### src/core/btpg_params.svh
// constants for the bus transfer protection gate: offsets, field positions, reset values
// assumes inclusion by bare name from the structure memory, structure check and gate files
`ifndef BTPG_PARAMS_SVH
`define BTPG_PARAMS_SVH
`define BTPG_NUM_STRUCT     16
`define BTPG_NUM_FIXED      4
`define BTPG_TOP_IDX        4'hF
`define BTPG_STRUCT_LIMIT   32'h0000_0200
`define BTPG_OFS_CTRL       32'h0000_0200
`define BTPG_OFS_STATUS     32'h0000_0204
`define BTPG_OFS_MASK       32'h0000_0208
`define BTPG_OFS_FAULT_ADDR 32'h0000_020C
`define BTPG_OFS_FAULT_INFO 32'h0000_0210
`define BTPG_ATT_PRIV_BASE  3
`define BTPG_ATT_NS         6
`define BTPG_ATT_PC_LO      8
`define BTPG_ATT_SIZE_LO    24
`define BTPG_ATT_SIZE_HI    28
`define BTPG_ATT_EN         31
`define BTPG_SIZE_MIN       5'h07
`define BTPG_FIXED_SIZE     5'h0B
`define BTPG_FIXED_BASE     32'h4000_0000
`define BTPG_FIXED_STEP     32'h0000_1000
`define BTPG_CTRL_RST       2'h2
`define BTPG_EVT_DENY       0
`define BTPG_EVT_UPSTREAM   1
`endif

### src/core/btpg_pkg.sv
// types shared by the protection gate files
// assumes nothing beyond a SystemVerilog compiler
package btpg_pkg;
    typedef enum logic [1:0] {
        BTPG_MODE_MASTER = 2'b00,
        BTPG_MODE_SHARED = 2'b01,
        BTPG_MODE_PERIPH = 2'b10
    } btpg_mode_t;
    typedef enum logic [1:0] {
        BTPG_ST_IDLE = 2'b00,
        BTPG_ST_SCAN = 2'b01
    } btpg_state_t;
endpackage

### src/core/btpg_struct_mem.sv
// storage of the sixteen protection structures, address and attribute word each
// assumes one writer (the register bus) and two readers, read data one cycle late
`timescale 1ns/1ps
`default_nettype none
`include "btpg_params.svh"
module btpg_struct_mem (
    // clock and reset
    input  wire logic        clock,
    input  wire logic        rst_n,
    // write port
    input  wire logic        wr_en,
    input  wire logic [3:0]  wr_idx,
    input  wire logic        wr_att,
    input  wire logic [31:0] wr_data,
    // evaluation read port
    input  wire logic [3:0]  ev_idx,
    output var  logic [31:0] ev_addr,
    output var  logic [31:0] ev_att,
    // register bus read port
    input  wire logic [3:0]  bus_idx,
    input  wire logic        bus_att,
    output var  logic [31:0] bus_data
);
    logic [31:0] addr_mem [`BTPG_NUM_STRUCT];
    logic [31:0] att_mem  [`BTPG_NUM_STRUCT];

    // contents clear at reset so every structure starts disabled
    always_ff @(posedge clock or negedge rst_n) begin
        if (!rst_n) begin
            for (int i = 0; i < `BTPG_NUM_STRUCT; i++) begin
                addr_mem[i] <= 32'h0000_0000;
                att_mem[i]  <= 32'h0000_0000;
            end
            ev_addr  <= 32'h0000_0000;
            ev_att   <= 32'h0000_0000;
            bus_data <= 32'h0000_0000;
        end else begin
            if (wr_en && !wr_att) addr_mem[wr_idx] <= wr_data;
            if (wr_en && wr_att)  att_mem[wr_idx]  <= wr_data;
            ev_addr  <= addr_mem[ev_idx];
            ev_att   <= att_mem[ev_idx];
            bus_data <= bus_att ? att_mem[bus_idx] : addr_mem[bus_idx];
        end
    end
endmodule
`default_nettype wire

### src/core/btpg_struct_check.sv
// region match and attribute check of one protection structure against one transfer
// assumes structure words already carry any fixed-region override; purely combinational
`timescale 1ns/1ps
`default_nettype none
`include "btpg_params.svh"
module btpg_struct_check (
    // structure words
    input  wire logic [31:0]         addr_word,
    input  wire logic [31:0]         att_word,
    // transfer
    input  wire logic [31:0]         req_addr,
    input  wire logic                req_write,
    input  wire logic                req_exec,
    input  wire logic                req_priv,
    input  wire logic                req_secure,
    input  wire logic [3:0]          req_pc,
    input  wire btpg_pkg::btpg_mode_t mode,
    // verdict
    output var  logic                hit,
    output var  logic                permit
);
    import btpg_pkg::*;

    // ones below the region boundary; 33 bits so a 4 GB region does not overflow
    function automatic logic [31:0] region_mask(input logic [4:0] size);
        logic [32:0] m;
        m = (33'h1 << ({1'b0, size} + 6'h01)) - 33'h1;
        return m[31:0];
    endfunction

    logic [4:0]  size;
    logic [31:0] mask;
    logic [2:0]  sub;
    logic        col_priv;
    logic        col_pc;
    logic [2:0]  op;

    // base and size select the region, any of eight subregions may be switched off
    always_comb begin
        size = att_word[`BTPG_ATT_SIZE_HI:`BTPG_ATT_SIZE_LO];
        mask = region_mask(size);
        sub  = (size >= `BTPG_SIZE_MIN) ? 3'((req_addr >> (size - 5'h02)) & 32'h7) : 3'h0;
        hit  = att_word[`BTPG_ATT_EN] && (size >= `BTPG_SIZE_MIN)
            && (((req_addr ^ addr_word) & ~mask) == 32'h0000_0000)
            && !addr_word[sub];
        op   = req_exec ? 3'h2 : (req_write ? 3'h1 : 3'h0);
        // unit flavour picks which master attributes matter
        unique case (mode)
            BTPG_MODE_MASTER: begin
                col_priv = req_priv;
                col_pc   = 1'b1;
            end
            BTPG_MODE_SHARED: begin
                col_priv = 1'b1;
                col_pc   = att_word[`BTPG_ATT_PC_LO + 32'(req_pc)];
            end
            default: begin
                col_priv = req_priv;
                col_pc   = att_word[`BTPG_ATT_PC_LO + 32'(req_pc)];
            end
        endcase
        permit = att_word[(col_priv ? `BTPG_ATT_PRIV_BASE : 0) + 32'(op)]
            && (req_secure || att_word[`BTPG_ATT_NS]) && col_pc;
    end
endmodule
`default_nettype wire

### src/core/btpg_gate.sv
// bus transfer protection gate: APB register file, structure scan, fault capture, interrupt
// assumes transfers and the APB master share one clock; inputs are synchronous to it
//
// What this block does
// - Structures are examined from index fifteen downward, one per cycle.
// - Each structure covers a region given by base address and size; only hits count.
// - Each structure holds read/write/execute, user/privileged, secure and context bits.
// - A transfer whose attributes satisfy the governing structure is granted.
// - A restricted transfer raises a fault and ends with a bus error.
// - Every transfer without an upstream stop has its address and attributes compared before the answer.
// - In shared-memory mode the context and secure bits decide, not the master.
// - In peripheral mode context, secure and privilege bits all decide.
// - Structures 0 to 3 have fixed regions; the rest are set by software.
// - A DMA transfer carries the attributes of the transfer that configured the channel.
// - Per-master mode uses the same region and attribute layout as the core unit.
// - Each structure sits on a 32-byte stride as an address word and attribute word.
// - Region size is a power of two from 256 B to 4 GB split into eight subregions.
// - A stop from an upstream unit ends the transfer before this unit evaluates it.
//
// The address map and the APB register port were decided locally.
`timescale 1ns/1ps
`default_nettype none
`include "btpg_params.svh"
module btpg_gate (
    // clock and reset
    input  wire logic        clock,
    input  wire logic        rst_n,
    // apb slave
    input  wire logic        psel,
    input  wire logic        penable,
    input  wire logic [31:0] paddr,
    input  wire logic        pwrite,
    input  wire logic [31:0] pwdata,
    output var  logic [31:0] prdata,
    output var  logic        pready,
    output var  logic        pslverr,
    // transfer request
    input  wire logic        req_valid,
    input  wire logic [31:0] req_addr,
    input  wire logic        req_write,
    input  wire logic        req_exec,
    input  wire logic        req_priv,
    input  wire logic        req_secure,
    input  wire logic [3:0]  req_pc,
    input  wire logic        req_is_dma,
    input  wire logic        req_dma_cfg,
    input  wire logic        req_upstream_fault,
    output var  logic        req_ready,
    // transfer answer
    output var  logic        resp_valid,
    output var  logic        resp_grant,
    output var  logic        resp_bus_error,
    // interrupt
    output var  logic        irq
);
    import btpg_pkg::*;

    // fixed structures get a preset region; software can only change their attributes
    function automatic logic [31:0] fixed_addr(input logic [3:0] idx);
        return `BTPG_FIXED_BASE + (`BTPG_FIXED_STEP * 32'(idx));
    endfunction

    function automatic logic is_fixed(input logic [3:0] idx);
        return 32'(idx) < `BTPG_NUM_FIXED;
    endfunction

    // attribute word of a fixed structure has its size forced as well
    function automatic logic [31:0] eff_att(input logic [3:0] idx, input logic [31:0] att);
        logic [31:0] a;
        a = att;
        if (is_fixed(idx)) a[`BTPG_ATT_SIZE_HI:`BTPG_ATT_SIZE_LO] = `BTPG_FIXED_SIZE;
        return a;
    endfunction

    // ---------------- state ----------------
    btpg_state_t state_r, state_nxt;
    logic [3:0]  idx_r, idx_nxt;
    logic [31:0] cur_addr_r, cur_addr_nxt;
    logic        cur_write_r, cur_write_nxt;
    logic        cur_exec_r, cur_exec_nxt;
    logic        cur_priv_r, cur_priv_nxt;
    logic        cur_sec_r, cur_sec_nxt;
    logic [3:0]  cur_pc_r, cur_pc_nxt;
    logic        cur_cfg_r, cur_cfg_nxt;
    logic        dma_priv_r, dma_priv_nxt;
    logic        dma_sec_r, dma_sec_nxt;
    logic [3:0]  dma_pc_r, dma_pc_nxt;
    logic        ready_r, ready_nxt;
    logic        rv_r, rv_nxt;
    logic        rg_r, rg_nxt;
    logic        re_r, re_nxt;
    logic [1:0]  mode_r, mode_nxt;
    logic [1:0]  status_r, status_nxt;
    logic [1:0]  mask_r, mask_nxt;
    logic [31:0] faddr_r, faddr_nxt;
    logic [31:0] finfo_r, finfo_nxt;
    logic        irq_r, irq_nxt;
    logic        pready_r, pready_nxt;
    logic        pslverr_r, pslverr_nxt;
    logic [31:0] prdata_r, prdata_nxt;

    // ---------------- structure storage and check ----------------
    logic [31:0] ev_addr_raw, ev_att_raw, bus_raw;
    logic [31:0] ev_addr_w, ev_att_w;
    logic        hit, permit;
    logic        is_struct, mem_wr;
    logic [3:0]  bus_idx;
    logic        apb_wr, apb_rd_cap;
    logic [1:0]  set_evt, clr_evt;
    logic        accept;

    assign bus_idx    = paddr[8:5];
    // a structure word lives at stride 32 with the address word at +0 and attributes at +4
    assign is_struct  = (paddr < `BTPG_STRUCT_LIMIT) && (paddr[4:3] == 2'b00)
        && (paddr[1:0] == 2'b00);
    assign apb_wr     = psel && penable && pready_r && pwrite;
    assign apb_rd_cap = psel && penable && !pready_r;
    // address words of fixed structures ignore software writes
    assign mem_wr     = apb_wr && is_struct && !(!paddr[2] && is_fixed(bus_idx));
    assign ev_addr_w  = is_fixed(idx_r) ? fixed_addr(idx_r) : ev_addr_raw;
    assign ev_att_w   = eff_att(idx_r, ev_att_raw);
    assign accept     = (state_r == BTPG_ST_IDLE) && ready_r && req_valid;

    btpg_struct_mem u_mem (
        .clock    (clock),
        .rst_n    (rst_n),
        .wr_en    (mem_wr),
        .wr_idx   (bus_idx),
        .wr_att   (paddr[2]),
        .wr_data  (pwdata),
        .ev_idx   (idx_nxt),
        .ev_addr  (ev_addr_raw),
        .ev_att   (ev_att_raw),
        .bus_idx  (bus_idx),
        .bus_att  (paddr[2]),
        .bus_data (bus_raw)
    );

    btpg_struct_check u_check (
        .addr_word  (ev_addr_w),
        .att_word   (ev_att_w),
        .req_addr   (cur_addr_r),
        .req_write  (cur_write_r),
        .req_exec   (cur_exec_r),
        .req_priv   (cur_priv_r),
        .req_secure (cur_sec_r),
        .req_pc     (cur_pc_r),
        .mode       (btpg_mode_t'(mode_r)),
        .hit        (hit),
        .permit     (permit)
    );

    // ---------------- transfer evaluation ----------------
    // one structure per cycle keeps the check to a single comparator at the cost of latency
    always_comb begin
        state_nxt     = state_r;
        idx_nxt       = idx_r;
        cur_addr_nxt  = cur_addr_r;
        cur_write_nxt = cur_write_r;
        cur_exec_nxt  = cur_exec_r;
        cur_priv_nxt  = cur_priv_r;
        cur_sec_nxt   = cur_sec_r;
        cur_pc_nxt    = cur_pc_r;
        cur_cfg_nxt   = cur_cfg_r;
        dma_priv_nxt  = dma_priv_r;
        dma_sec_nxt   = dma_sec_r;
        dma_pc_nxt    = dma_pc_r;
        rv_nxt        = 1'b0;
        rg_nxt        = 1'b0;
        re_nxt        = 1'b0;
        set_evt       = 2'b00;
        faddr_nxt     = faddr_r;
        finfo_nxt     = finfo_r;
        unique case (state_r)
            BTPG_ST_IDLE: begin
                if (accept) begin
                    cur_addr_nxt  = req_addr;
                    cur_write_nxt = req_write;
                    cur_exec_nxt  = req_exec;
                    // dma channels borrow the attributes latched at configuration
                    cur_priv_nxt  = req_is_dma ? dma_priv_r : req_priv;
                    cur_sec_nxt   = req_is_dma ? dma_sec_r : req_secure;
                    cur_pc_nxt    = req_is_dma ? dma_pc_r : req_pc;
                    cur_cfg_nxt   = req_dma_cfg;
                    if (req_upstream_fault) begin
                        // upstream stop wins: answer at once, no structure is read
                        rv_nxt     = 1'b1;
                        re_nxt     = 1'b1;
                        set_evt[`BTPG_EVT_UPSTREAM] = 1'b1;
                    end else begin
                        state_nxt = BTPG_ST_SCAN;
                        idx_nxt   = `BTPG_TOP_IDX;
                    end
                end
            end
            BTPG_ST_SCAN: begin
                if (hit) begin
                    // first hit from the top decides; lower structures are skipped
                    state_nxt = BTPG_ST_IDLE;
                    rv_nxt    = 1'b1;
                    rg_nxt    = permit;
                    re_nxt    = !permit;
                    if (!permit) begin
                        set_evt[`BTPG_EVT_DENY] = 1'b1;
                        faddr_nxt = cur_addr_r;
                        finfo_nxt = {16'h0000, idx_r, 3'b000, cur_write_r, cur_exec_r,
                            cur_priv_r, cur_sec_r, 1'b0, cur_pc_r};
                    end
                end else if (idx_r == 4'h0) begin
                    // no structure covers the address: the transfer passes
                    state_nxt = BTPG_ST_IDLE;
                    rv_nxt    = 1'b1;
                    rg_nxt    = 1'b1;
                end else begin
                    idx_nxt = idx_r - 4'h1;
                end
                if (rv_nxt && rg_nxt && cur_cfg_r) begin
                    // granted channel set-up: remember who programmed the channel
                    dma_priv_nxt = cur_priv_r;
                    dma_sec_nxt  = cur_sec_r;
                    dma_pc_nxt   = cur_pc_r;
                end
            end
            default: state_nxt = BTPG_ST_IDLE;
        endcase
        ready_nxt = (state_nxt == BTPG_ST_IDLE);
    end

    always_ff @(posedge clock or negedge rst_n) begin
        if (!rst_n) begin
            state_r     <= BTPG_ST_IDLE;
            idx_r       <= 4'h0;
            cur_addr_r  <= 32'h0000_0000;
            cur_write_r <= 1'b0;
            cur_exec_r  <= 1'b0;
            cur_priv_r  <= 1'b0;
            cur_sec_r   <= 1'b0;
            cur_pc_r    <= 4'h0;
            cur_cfg_r   <= 1'b0;
            dma_priv_r  <= 1'b0;
            dma_sec_r   <= 1'b0;
            dma_pc_r    <= 4'h0;
            ready_r     <= 1'b1;
            rv_r        <= 1'b0;
            rg_r        <= 1'b0;
            re_r        <= 1'b0;
            faddr_r     <= 32'h0000_0000;
            finfo_r     <= 32'h0000_0000;
        end else begin
            state_r     <= state_nxt;
            idx_r       <= idx_nxt;
            cur_addr_r  <= cur_addr_nxt;
            cur_write_r <= cur_write_nxt;
            cur_exec_r  <= cur_exec_nxt;
            cur_priv_r  <= cur_priv_nxt;
            cur_sec_r   <= cur_sec_nxt;
            cur_pc_r    <= cur_pc_nxt;
            cur_cfg_r   <= cur_cfg_nxt;
            dma_priv_r  <= dma_priv_nxt;
            dma_sec_r   <= dma_sec_nxt;
            dma_pc_r    <= dma_pc_nxt;
            ready_r     <= ready_nxt;
            rv_r        <= rv_nxt;
            rg_r        <= rg_nxt;
            re_r        <= re_nxt;
            faddr_r     <= faddr_nxt;
            finfo_r     <= finfo_nxt;
        end
    end

    // ---------------- apb registers and interrupt ----------------
    // one wait state: read data is registered in the first access cycle
    always_comb begin
        mode_nxt    = mode_r;
        mask_nxt    = mask_r;
        clr_evt     = 2'b00;
        pready_nxt  = psel && penable && !pready_r;
        pslverr_nxt = pslverr_r;
        prdata_nxt  = prdata_r;
        if (apb_wr) begin
            unique case (paddr)
                `BTPG_OFS_CTRL:   mode_nxt = pwdata[1:0];
                `BTPG_OFS_STATUS: clr_evt  = pwdata[1:0];
                `BTPG_OFS_MASK:   mask_nxt = pwdata[1:0];
                default:          mode_nxt = mode_r;
            endcase
        end
        if (apb_rd_cap) begin
            pslverr_nxt = 1'b0;
            if (is_struct) begin
                prdata_nxt = paddr[2] ? eff_att(bus_idx, bus_raw)
                    : (is_fixed(bus_idx) ? fixed_addr(bus_idx) : bus_raw);
            end else begin
                unique case (paddr)
                    `BTPG_OFS_CTRL:       prdata_nxt = {30'h0, mode_r};
                    `BTPG_OFS_STATUS:     prdata_nxt = {30'h0, status_r};
                    `BTPG_OFS_MASK:       prdata_nxt = {30'h0, mask_r};
                    `BTPG_OFS_FAULT_ADDR: prdata_nxt = faddr_r;
                    `BTPG_OFS_FAULT_INFO: prdata_nxt = finfo_r;
                    default: begin
                        prdata_nxt  = 32'h0000_0000;
                        pslverr_nxt = 1'b1;
                    end
                endcase
            end
        end
        // a new event in the clearing cycle survives the clear
        status_nxt = (status_r & ~clr_evt) | set_evt;
        irq_nxt    = |(status_nxt & mask_nxt);
    end

    always_ff @(posedge clock or negedge rst_n) begin
        if (!rst_n) begin
            mode_r    <= `BTPG_CTRL_RST;
            mask_r    <= 2'b00;
            status_r  <= 2'b00;
            irq_r     <= 1'b0;
            pready_r  <= 1'b0;
            pslverr_r <= 1'b0;
            prdata_r  <= 32'h0000_0000;
        end else begin
            mode_r    <= mode_nxt;
            mask_r    <= mask_nxt;
            status_r  <= status_nxt;
            irq_r     <= irq_nxt;
            pready_r  <= pready_nxt;
            pslverr_r <= pslverr_nxt;
            prdata_r  <= prdata_nxt;
        end
    end

    // outputs straight from flip-flops
    assign prdata         = prdata_r;
    assign pready         = pready_r;
    assign pslverr        = pslverr_r;
    assign req_ready      = ready_r;
    assign resp_valid     = rv_r;
    assign resp_grant     = rg_r;
    assign resp_bus_error = re_r;
    assign irq            = irq_r;

    // ---------------- checks ----------------
    a_verdict_exclusive: assert property (@(posedge clock) disable iff (!rst_n)
        resp_valid |-> (resp_grant != resp_bus_error))
        else $error("answer is both or neither grant and error");

    a_scan_from_top: assert property (@(posedge clock) disable iff (!rst_n)
        (accept && !req_upstream_fault) |=> (state_r == BTPG_ST_SCAN) && (idx_r == 4'hF))
        else $error("scan did not start at structure fifteen");

    a_scan_counts_down: assert property (@(posedge clock) disable iff (!rst_n)
        (state_r == BTPG_ST_SCAN && !hit && idx_r != 4'h0)
            |=> (state_r == BTPG_ST_SCAN) && (idx_r == $past(idx_r) - 4'h1))
        else $error("scan index did not step down by one");

    a_upstream_first: assert property (@(posedge clock) disable iff (!rst_n)
        (accept && req_upstream_fault)
            |=> resp_valid && resp_bus_error && status_r[1] && state_r == BTPG_ST_IDLE)
        else $error("upstream stop not answered at once");

    a_deny_sets_fault: assert property (@(posedge clock) disable iff (!rst_n)
        (state_r == BTPG_ST_SCAN && hit && !permit)
            |=> resp_bus_error && status_r[0] && (faddr_r == $past(cur_addr_r)))
        else $error("denied transfer left no fault record");

    a_hit_decides: assert property (@(posedge clock) disable iff (!rst_n)
        (state_r == BTPG_ST_SCAN && hit) |=> (state_r == BTPG_ST_IDLE) && resp_valid
            && (resp_grant == $past(permit)))
        else $error("matching structure did not decide the transfer");

    a_answer_bound: assert property (@(posedge clock) disable iff (!rst_n)
        (accept && !req_upstream_fault) |-> ##[2:17] resp_valid)
        else $error("transfer not answered within seventeen cycles");

    a_irq_level: assert property (@(posedge clock) disable iff (!rst_n)
        irq == |(status_r & mask_r))
        else $error("interrupt disagrees with status and mask");
endmodule
`default_nettype wire

### config.mk
export PLATFORM = sky130hd
export DESIGN_NAME = btpg_gate
export DESIGN_NICKNAME = d
export VERILOG_FILES = /design/src/core/btpg_pkg.sv /design/src/core/btpg_struct_mem.sv /design/src/core/btpg_struct_check.sv /design/src/core/btpg_gate.sv
export VERILOG_INCLUDE_DIRS = /design/src /design/src/core
export SDC_FILE = /design/constraint.sdc
export NUM_CORES = 2
export LEC_CHECK = 0
export BUFFER_PORTS_ARGS = -buffer_cell sky130_fd_sc_hd__buf_2
export CAP_MARGIN = 0
export CORE_UTILIZATION = 35
export CTS_BUF_LIST = sky130_fd_sc_hd__clkbuf_16
export CTS_CLUSTER_DIAMETER = 30
export DETAILED_ROUTE_END_ITERATION = 8
export REMOVE_ABC_BUFFERS = 1
export SETUP_SLACK_MARGIN = 0.02
export SLEW_MARGIN = 10
export SYNTH_ARGS = -nofsm -noshare
export SYNTH_HDL_FRONTEND = slang
export SYNTH_SLANG_ARGS = --single-unit
### constraint.sdc
create_clock -name clock -period 17 [get_ports clock]
set_input_delay 1.7 -clock clock [delete_from_list [all_inputs] [get_ports clock]]
set_output_delay 1.7 -clock clock [all_outputs]
set_load 0.005 [all_outputs]
# Yosys cells after proc, flatten, opt, wreduce, memory -nomap -nowiden

Index checks and enable logic that the tools add are counted.

Logic and storage cells: 207
Output and inout bits: 39
Bits in registers: 1262
Input port bits: 113

Equality and inequality tests: 7
Magnitude comparators: 10
Add/subtract/negate cells: 8
Bitwise gates (word level): 10
Reduce and logical (&&, ||, !) cells: 40
Shifts and indexed selects: 2
Muxes and demuxes: 70

Operators by type and width:

| cell                     | count |
|---|---|
| $bwmux W512              | 2 |
| $bmux W32 S4             | 4 |
| $mux W32                 | 14 |
| $eq A32 B10 Y1 const B   | 5 |
| $pmux W32 S5             | 1 |
| $demux W32 S4            | 1 |
| $add A31 B16 Y32 const A | 2 |
| $lt A32 B6 Y1 const B    | 2 |
| $add A32 B3 Y32          | 1 |
| $and A32 B32 Y32         | 1 |
| $logic_not A32 Y1        | 1 |
| $lt A32 B10 Y1 const B   | 1 |
| $not A32 Y32             | 1 |
| $shl A1 B6 Y32 const A   | 1 |
| $shr A32 B5 Y3           | 1 |
| $sub A32 B1 Y32 const B  | 1 |
| $xor A32 B32 Y32         | 1 |
| $mux W1                  | 23 |
| $logic_and A1 B1 Y1      | 21 |
| $mux W4                  | 5 |
| $mux W2                  | 9 |
| $bmux W1 S5              | 2 |
| $ge A5 B5 Y1 const B     | 2 |
| $logic_not A2 Y1         | 5 |
| other kinds (27)         | 40 |

# Depth between registers and ports, before layout

Word-level depth: 16
Mapped depth: 30
Mapped depth without buffers: 21

# Modules after synthesis

A second synthesis with hierarchy kept.

Cells, all modules: 4864
Area, all modules: 66154.7 µm²

Modules (own cells, without submodules):

| module            | area each (µm²) | cells each | seq. area each (µm²) | instances |
|---|---|---|---|---|
| btpg_struct_mem   | 57113.5         | 3939       | 28026.9              | 1 |
| btpg_gate         | 6316.1          | 576        | 3555.9               | 1 |
| btpg_struct_check | 2725.1          | 349        | 0.0                  | 1 |

# Worst setup path before layout

OpenSTA, ideal clock, no wires.

Path kind: reg2reg
Start point: register idx_r[3]
End point: register u_mem.ev_addr[10]
Stages on the path, launching flop included: 28
Arrival time: 5.437 ns
Data required time: 16.868 ns
Setup slack: 11.431 ns
Setup time: 0.132 ns
Cell sequence: dfrtp_1 -> buf_6 -> or2_2 -> buf_2 -> clkbuf_1 -> clkbuf_1 -> nand2_1 -> inv_1 -> ha_1 -> buf_2 -> and2_1 -> o211ai_1 -> nand3_1 -> ha_1 -> xnor2_1 -> a32oi_1 -> o211ai_1 -> or4_4 -> nor4b_4 -> a31oi_1 -> nand3_1 -> nand2_1 -> inv_2 -> buf_2 -> buf_2 -> mux2_2 -> o211ai_1 -> nand4_1

Cells in the longest elaborated chain, start to end: 16

RTL lines:

| element                                        | RTL line                | RTL |
|---|---|---|
| from (decl)                                    | btpg_gate.sv:77         | `logic [3:0] idx_r, idx_nxt;` |
| from (signal assigned)                         | btpg_gate.sv:251        | `idx_r <= idx_nxt;` |
| $lt A4 B3 Y1 (no source line)                  | --                      |  |
| $mux W5                                        | btpg_gate.sv:71         | `` if (is_fixed(idx)) a[`BTPG_ATT_SIZE_HI:`BTPG_ATT_SIZE_LO] = `BTPG_FIXED_SIZE; `` |
| $add A5 B1 Y6                                  | btpg_struct_check.sv:27 | `m = (33'h1 << ({1'b0, size} + 6'h01)) - 33'h1;` |
| $shl A1 B6 Y32                                 | btpg_struct_check.sv:27 |  |
| $sub A32 B1 Y32                                | btpg_struct_check.sv:27 |  |
| $not A32 Y32                                   | btpg_struct_check.sv:44 | `&& (((req_addr ^ addr_word) & ~mask) == 32'h0000_0000)` |
| $and A32 B32 Y32                               | btpg_struct_check.sv:44 |  |
| $logic_not A32 Y1                              | btpg_struct_check.sv:44 |  |
| $logic_and A1 B1 Y1 (2 in series)              | btpg_struct_check.sv:43 | `` hit = att_word[`BTPG_ATT_EN] && (size >= `BTPG_SIZE_MIN) `` |
| $mux W4                                        | btpg_gate.sv:197        | `if (hit) begin` |
| $pmux W4 S2 *                                  | btpg_gate.sv:174        | `unique case (state_r)` |
| $not A4 Y5 (implied by the code) *             | btpg_struct_mem.sv:40   | `ev_addr <= addr_mem[ev_idx];` |
| $bmux W32 S4 *                                 | btpg_struct_mem.sv:40   |  |
| $mux W32 (implied by the code) * (2 in series) | btpg_struct_mem.sv:40   |  |
| to (signal assigned)                           | btpg_struct_mem.sv:40   |  |
| to (decl)                                      | btpg_struct_mem.sv:17   | `output var logic [31:0] ev_addr,` |

Every way passes the cells marked *; elsewhere a longest branch is shown, timed or not. The select of a mux whose other input is x is not followed.
A chain may end at the register's enable or synchronous reset.

# Worst setup path in the final report

Start point: register idx_r[3]
End point: register u_mem.ev_addr[17]

The elaborated chain is that of the path after synthesis.

==> out/qor.yml <==
outcome:
  status: "finished, violations left"
  violations: "design-rule violations"
power:
  cellPowerDensity_nw_per_um2: 137.9
  ir_worst_vdd_mv: 0.1149
  p_leak_nw: 35.42
  power_mw: 10.73
synthesis:
  yosys_register_bits: 1260
  synthFlopType: "dfrtp_1"
  synth_area_um2: 66540
  async_flop_share_pct: 100.0
  syn_inst: 5642
  syn_area_per_cell_um2: 11.79
  ys_seq_area_share_pct: 47.39
  ys.warnings.count: 0
  synth_edf_count: 0
  yosysUniqueCellTypes: 85
placed_design:
  io_buffers: 151
  gp_congestion: 0.8951
  hpwl_mm: 139.2
  dp.cells: 7671
cts:
  htreeDepth: 5
  post_cts_buffers: 0
  cts_made_buffers: 280
  cts_resized: 0
  clock_sinks: 1260
  hold_buffers: 0
  clk_pin_slew_worst_paths_ns: 0.05
  clk_latency_ns: 0.93
  cts_buffer_depth: 4
  root_buffer: "clkbuf_16"
  cts_tree: "done"
hold_path:
  hold_class: "reg2reg"
route:
  num_vias: 50430
  dr.pass1.iters: 8
  ant_nets: 0
  drc: 10
  viasPerCell: 6.180
  initialDrtViolationCount: 5738
  wl_per_cell_um: 29.60
  wirelength_mm: 241.6
sta:
  rsz0062_at_grt: "false"
  setup_viol: 0
  setup-tns-final_ns: 0
  finalCriticalPeriod_ns: 9.835
  period_share_pct: 57.85
  worstMarginPinSlew_ns: 1.186
  whs_ns: 0.3904
  drv_slew: 0
  hold_viol: 0
  fmax_mhz: 101.7
  finClkSkew_ns: 0.06200
  relSlewSlack_pct: 20.63
setup_path:
  critPathCapture: "u_mem.ev_addr[17]"
  crit_path_end_kind: "register"
  crit_arrival_ns: 10.58
  r2r_end: "u_mem.ev_addr[17]"
  reg2reg_depth: 19
  reg2reg_slack_ns: 7.17
  rr_startpoint: "idx_r[3]"
  critPathMaxFanout: 92
  start_kind: "register"
  critPathLaunch: "idx_r[3]"
  crit_required_ns: 17.74
  worstSetupPathType: "reg2reg"
die:
  die_area_um2: 191900
  initial_core_util_pct: 35.32
  coreArea_um2: 188400
  rows: 159
  fp.dieW_um: 438.0
  io_pins: 152
  die-height_um: 438.0
cells_and_area:
  layout.nets: 5577
  multi_input_area_um2: 32280
  area_delta_synth_final_pct: 16.86
  final_cells: 8161
  register_area_um2: 31530
  layout-drive-gt1-share_pct: 38.64
  fillers: 17470
grt:
  gr-total-overflow: 0
  grt_max_degree: 193
  grt_pass1_wl_mm: 356.4
  gr-usage-all-layers_pct: 25.00
  antenna_found_initial: 14
  grt_pass1_vias: 50920
run:
  maxCapViolations: 0
[routing by layer]
layer  share of wire (%)  global-route usage (%)
met1                  39                   32.09
met2                  46                   38.38
met3                 8.9                   6.220
met4                 6.0                   14.35
met5               0.043                       0
[synthesized netlist by cell type, types with 5 or more instances]
master | number | area share [%]
or2_2 | 7 | 0.066
o2111ai_1 | 5 | 0.066
or3_1 | 9 | 0.085
and4_1 | 5 | 0.066
nand3_1 | 891 | 6.7
nand2_1 | 191 | 1.1
clkbuf_1 | 458 | 2.6
xor2_1 | 23 | 0.30
buf_4 | 5 | 0.056
and3_1 | 11 | 0.10
buf_2 | 103 | 0.77
nor3_1 | 23 | 0.17
o31ai_1 | 5 | 0.056
mux2i_1 | 31 | 0.47
a21oi_1 | 36 | 0.27
a32oi_1 | 5 | 0.066
mux2_2 | 1091 | 18
nor4_1 | 18 | 0.17
mux4_2 | 331 | 11
nor2_1 | 110 | 0.62
mux2_1 | 20 | 0.34
a211oi_1 | 6 | 0.068
a221oi_1 | 28 | 0.37
nor2b_1 | 10 | 0.094
o21ai_0 | 393 | 3.0
ha_1 | 5 | 0.094
xnor2_1 | 17 | 0.22
nand4_1 | 73 | 0.69
o211ai_1 | 136 | 1.5
a31oi_1 | 16 | 0.15
buf_1 | 158 | 0.89
o21ai_1 | 22 | 0.17
buf_6 | 5 | 0.085
o221ai_1 | 5 | 0.066
o22ai_1 | 20 | 0.19
inv_1 | 17 | 0.096
nand2b_1 | 7 | 0.066
dfrtp_1 | 1258 | 47
[worst max-delay path, stage by stage (launching register included)]
cell and delay, ns:
dfrtp_1 0.58, o21bai_2 0.71, ha_1 0.56, a21oi_1 0.11
o22ai_1 0.72, nor2_1 0.32, a2111oi_2 0.51, o21ai_1 0.14
or4_4 0.51, nor4b_4 0.48, a31oi_1 0.15, buf_4 0.23
nand3_4 0.69, nand2_4 0.59, inv_8 0.77, buf_4 0.90
buf_4 0.82, mux2_2 0.42, o211ai_1 0.17, nand4_1 0.12
[through the flow]
step	area, um2	util, %	setup WS, ns
6_report	77760	41.27	7.165
5_1_grt	77750	41.27	6.899
4_1_cts	77750	41.27	7.417
3_5_place_dp	68760	36.50	7.492
3_3_place_gp	68760	36.50	7.466
2_1_floorplan	63610	-	0.2688
[power by group]
part / switching [mW] / internal [mW]
sequential: 0.244 / 3.12
combinational: 1.55 / 0.626
clock: 1.75 / 3.44
total: 3.54 / 7.18
[cell usage in the layout, fill, tap and decap left out, drive strengths merged, types with 28 or more instances in the layout]
master     n
buf      264
o21ai    415
nor2     112
inv       63
mux2    1111
a21oi     36
clkbuf   288
o211ai   137
dfrtp   1258
mux4     331
nand2    191
mux2i     31
nand3    891
a221oi    28
nand4     73
clkinv   106
[registers in the layout (all words and copies together) (netlist names), 2 cells and up]
name            count
u_mem.addr_mem    512
cur_pc_r            4
u_mem.ev_addr      32
mask_r              2
idx_r               4
faddr_r            32
u_mem.bus_data     32
u_mem.ev_att       30
u_mem.att_mem     512
prdata             32
cur_addr_r         32
dma_pc_r            4
status_r            2
finfo_r            12
mode_r              2
state_r             2
[cell type report]
| type | instances | area share [%] |
|---|---|---|
| multi-input combinational | 3630 | 41.52 |
| clock inverter | 198 | 2.288 |
| inverter | 22 | 0.1159 |
| clock buffer | 288 | 9.268 |
| antenna | 4 | 0.01287 |
| tap | 2495 | 4.015 |
| timing repair buffer | 264 | 2.232 |
| sequential | 1260 | 40.55 |
[worst min path at each step]
stage	cells after the start	start	end
floorplan	0	u_mem.addr_mem[486]	u_mem.addr_mem[486]
global placement	0	u_mem.addr_mem[465]	u_mem.addr_mem[465]
detailed placement	0	u_mem.addr_mem[475]	u_mem.addr_mem[475]
CTS	0	u_mem.addr_mem[477]	u_mem.addr_mem[477]
global route	0	u_mem.addr_mem[477]	u_mem.addr_mem[477]
finish	0	u_mem.addr_mem[475]	u_mem.addr_mem[475]
[cells by family after synthesis]
| kind of cell | count (synthesis) | synth area share, % |
|---|---|---|
| other | 1 | 0.005636 |
| multiplexers | 1473 | 30.47 |
| buffers and inverters | 752 | 4.522 |
| AO/OA/AOI/OAI | 728 | 6.673 |
| adder cells (fa/ha/maj) | 6 | 0.1241 |
| AND/OR/NAND/NOR | 1382 | 10.29 |
| flip-flops | 1260 | 47.39 |
| XOR/XNOR | 40 | 0.5265 |
Note: power is estimated with default switching activity, not from simulation.
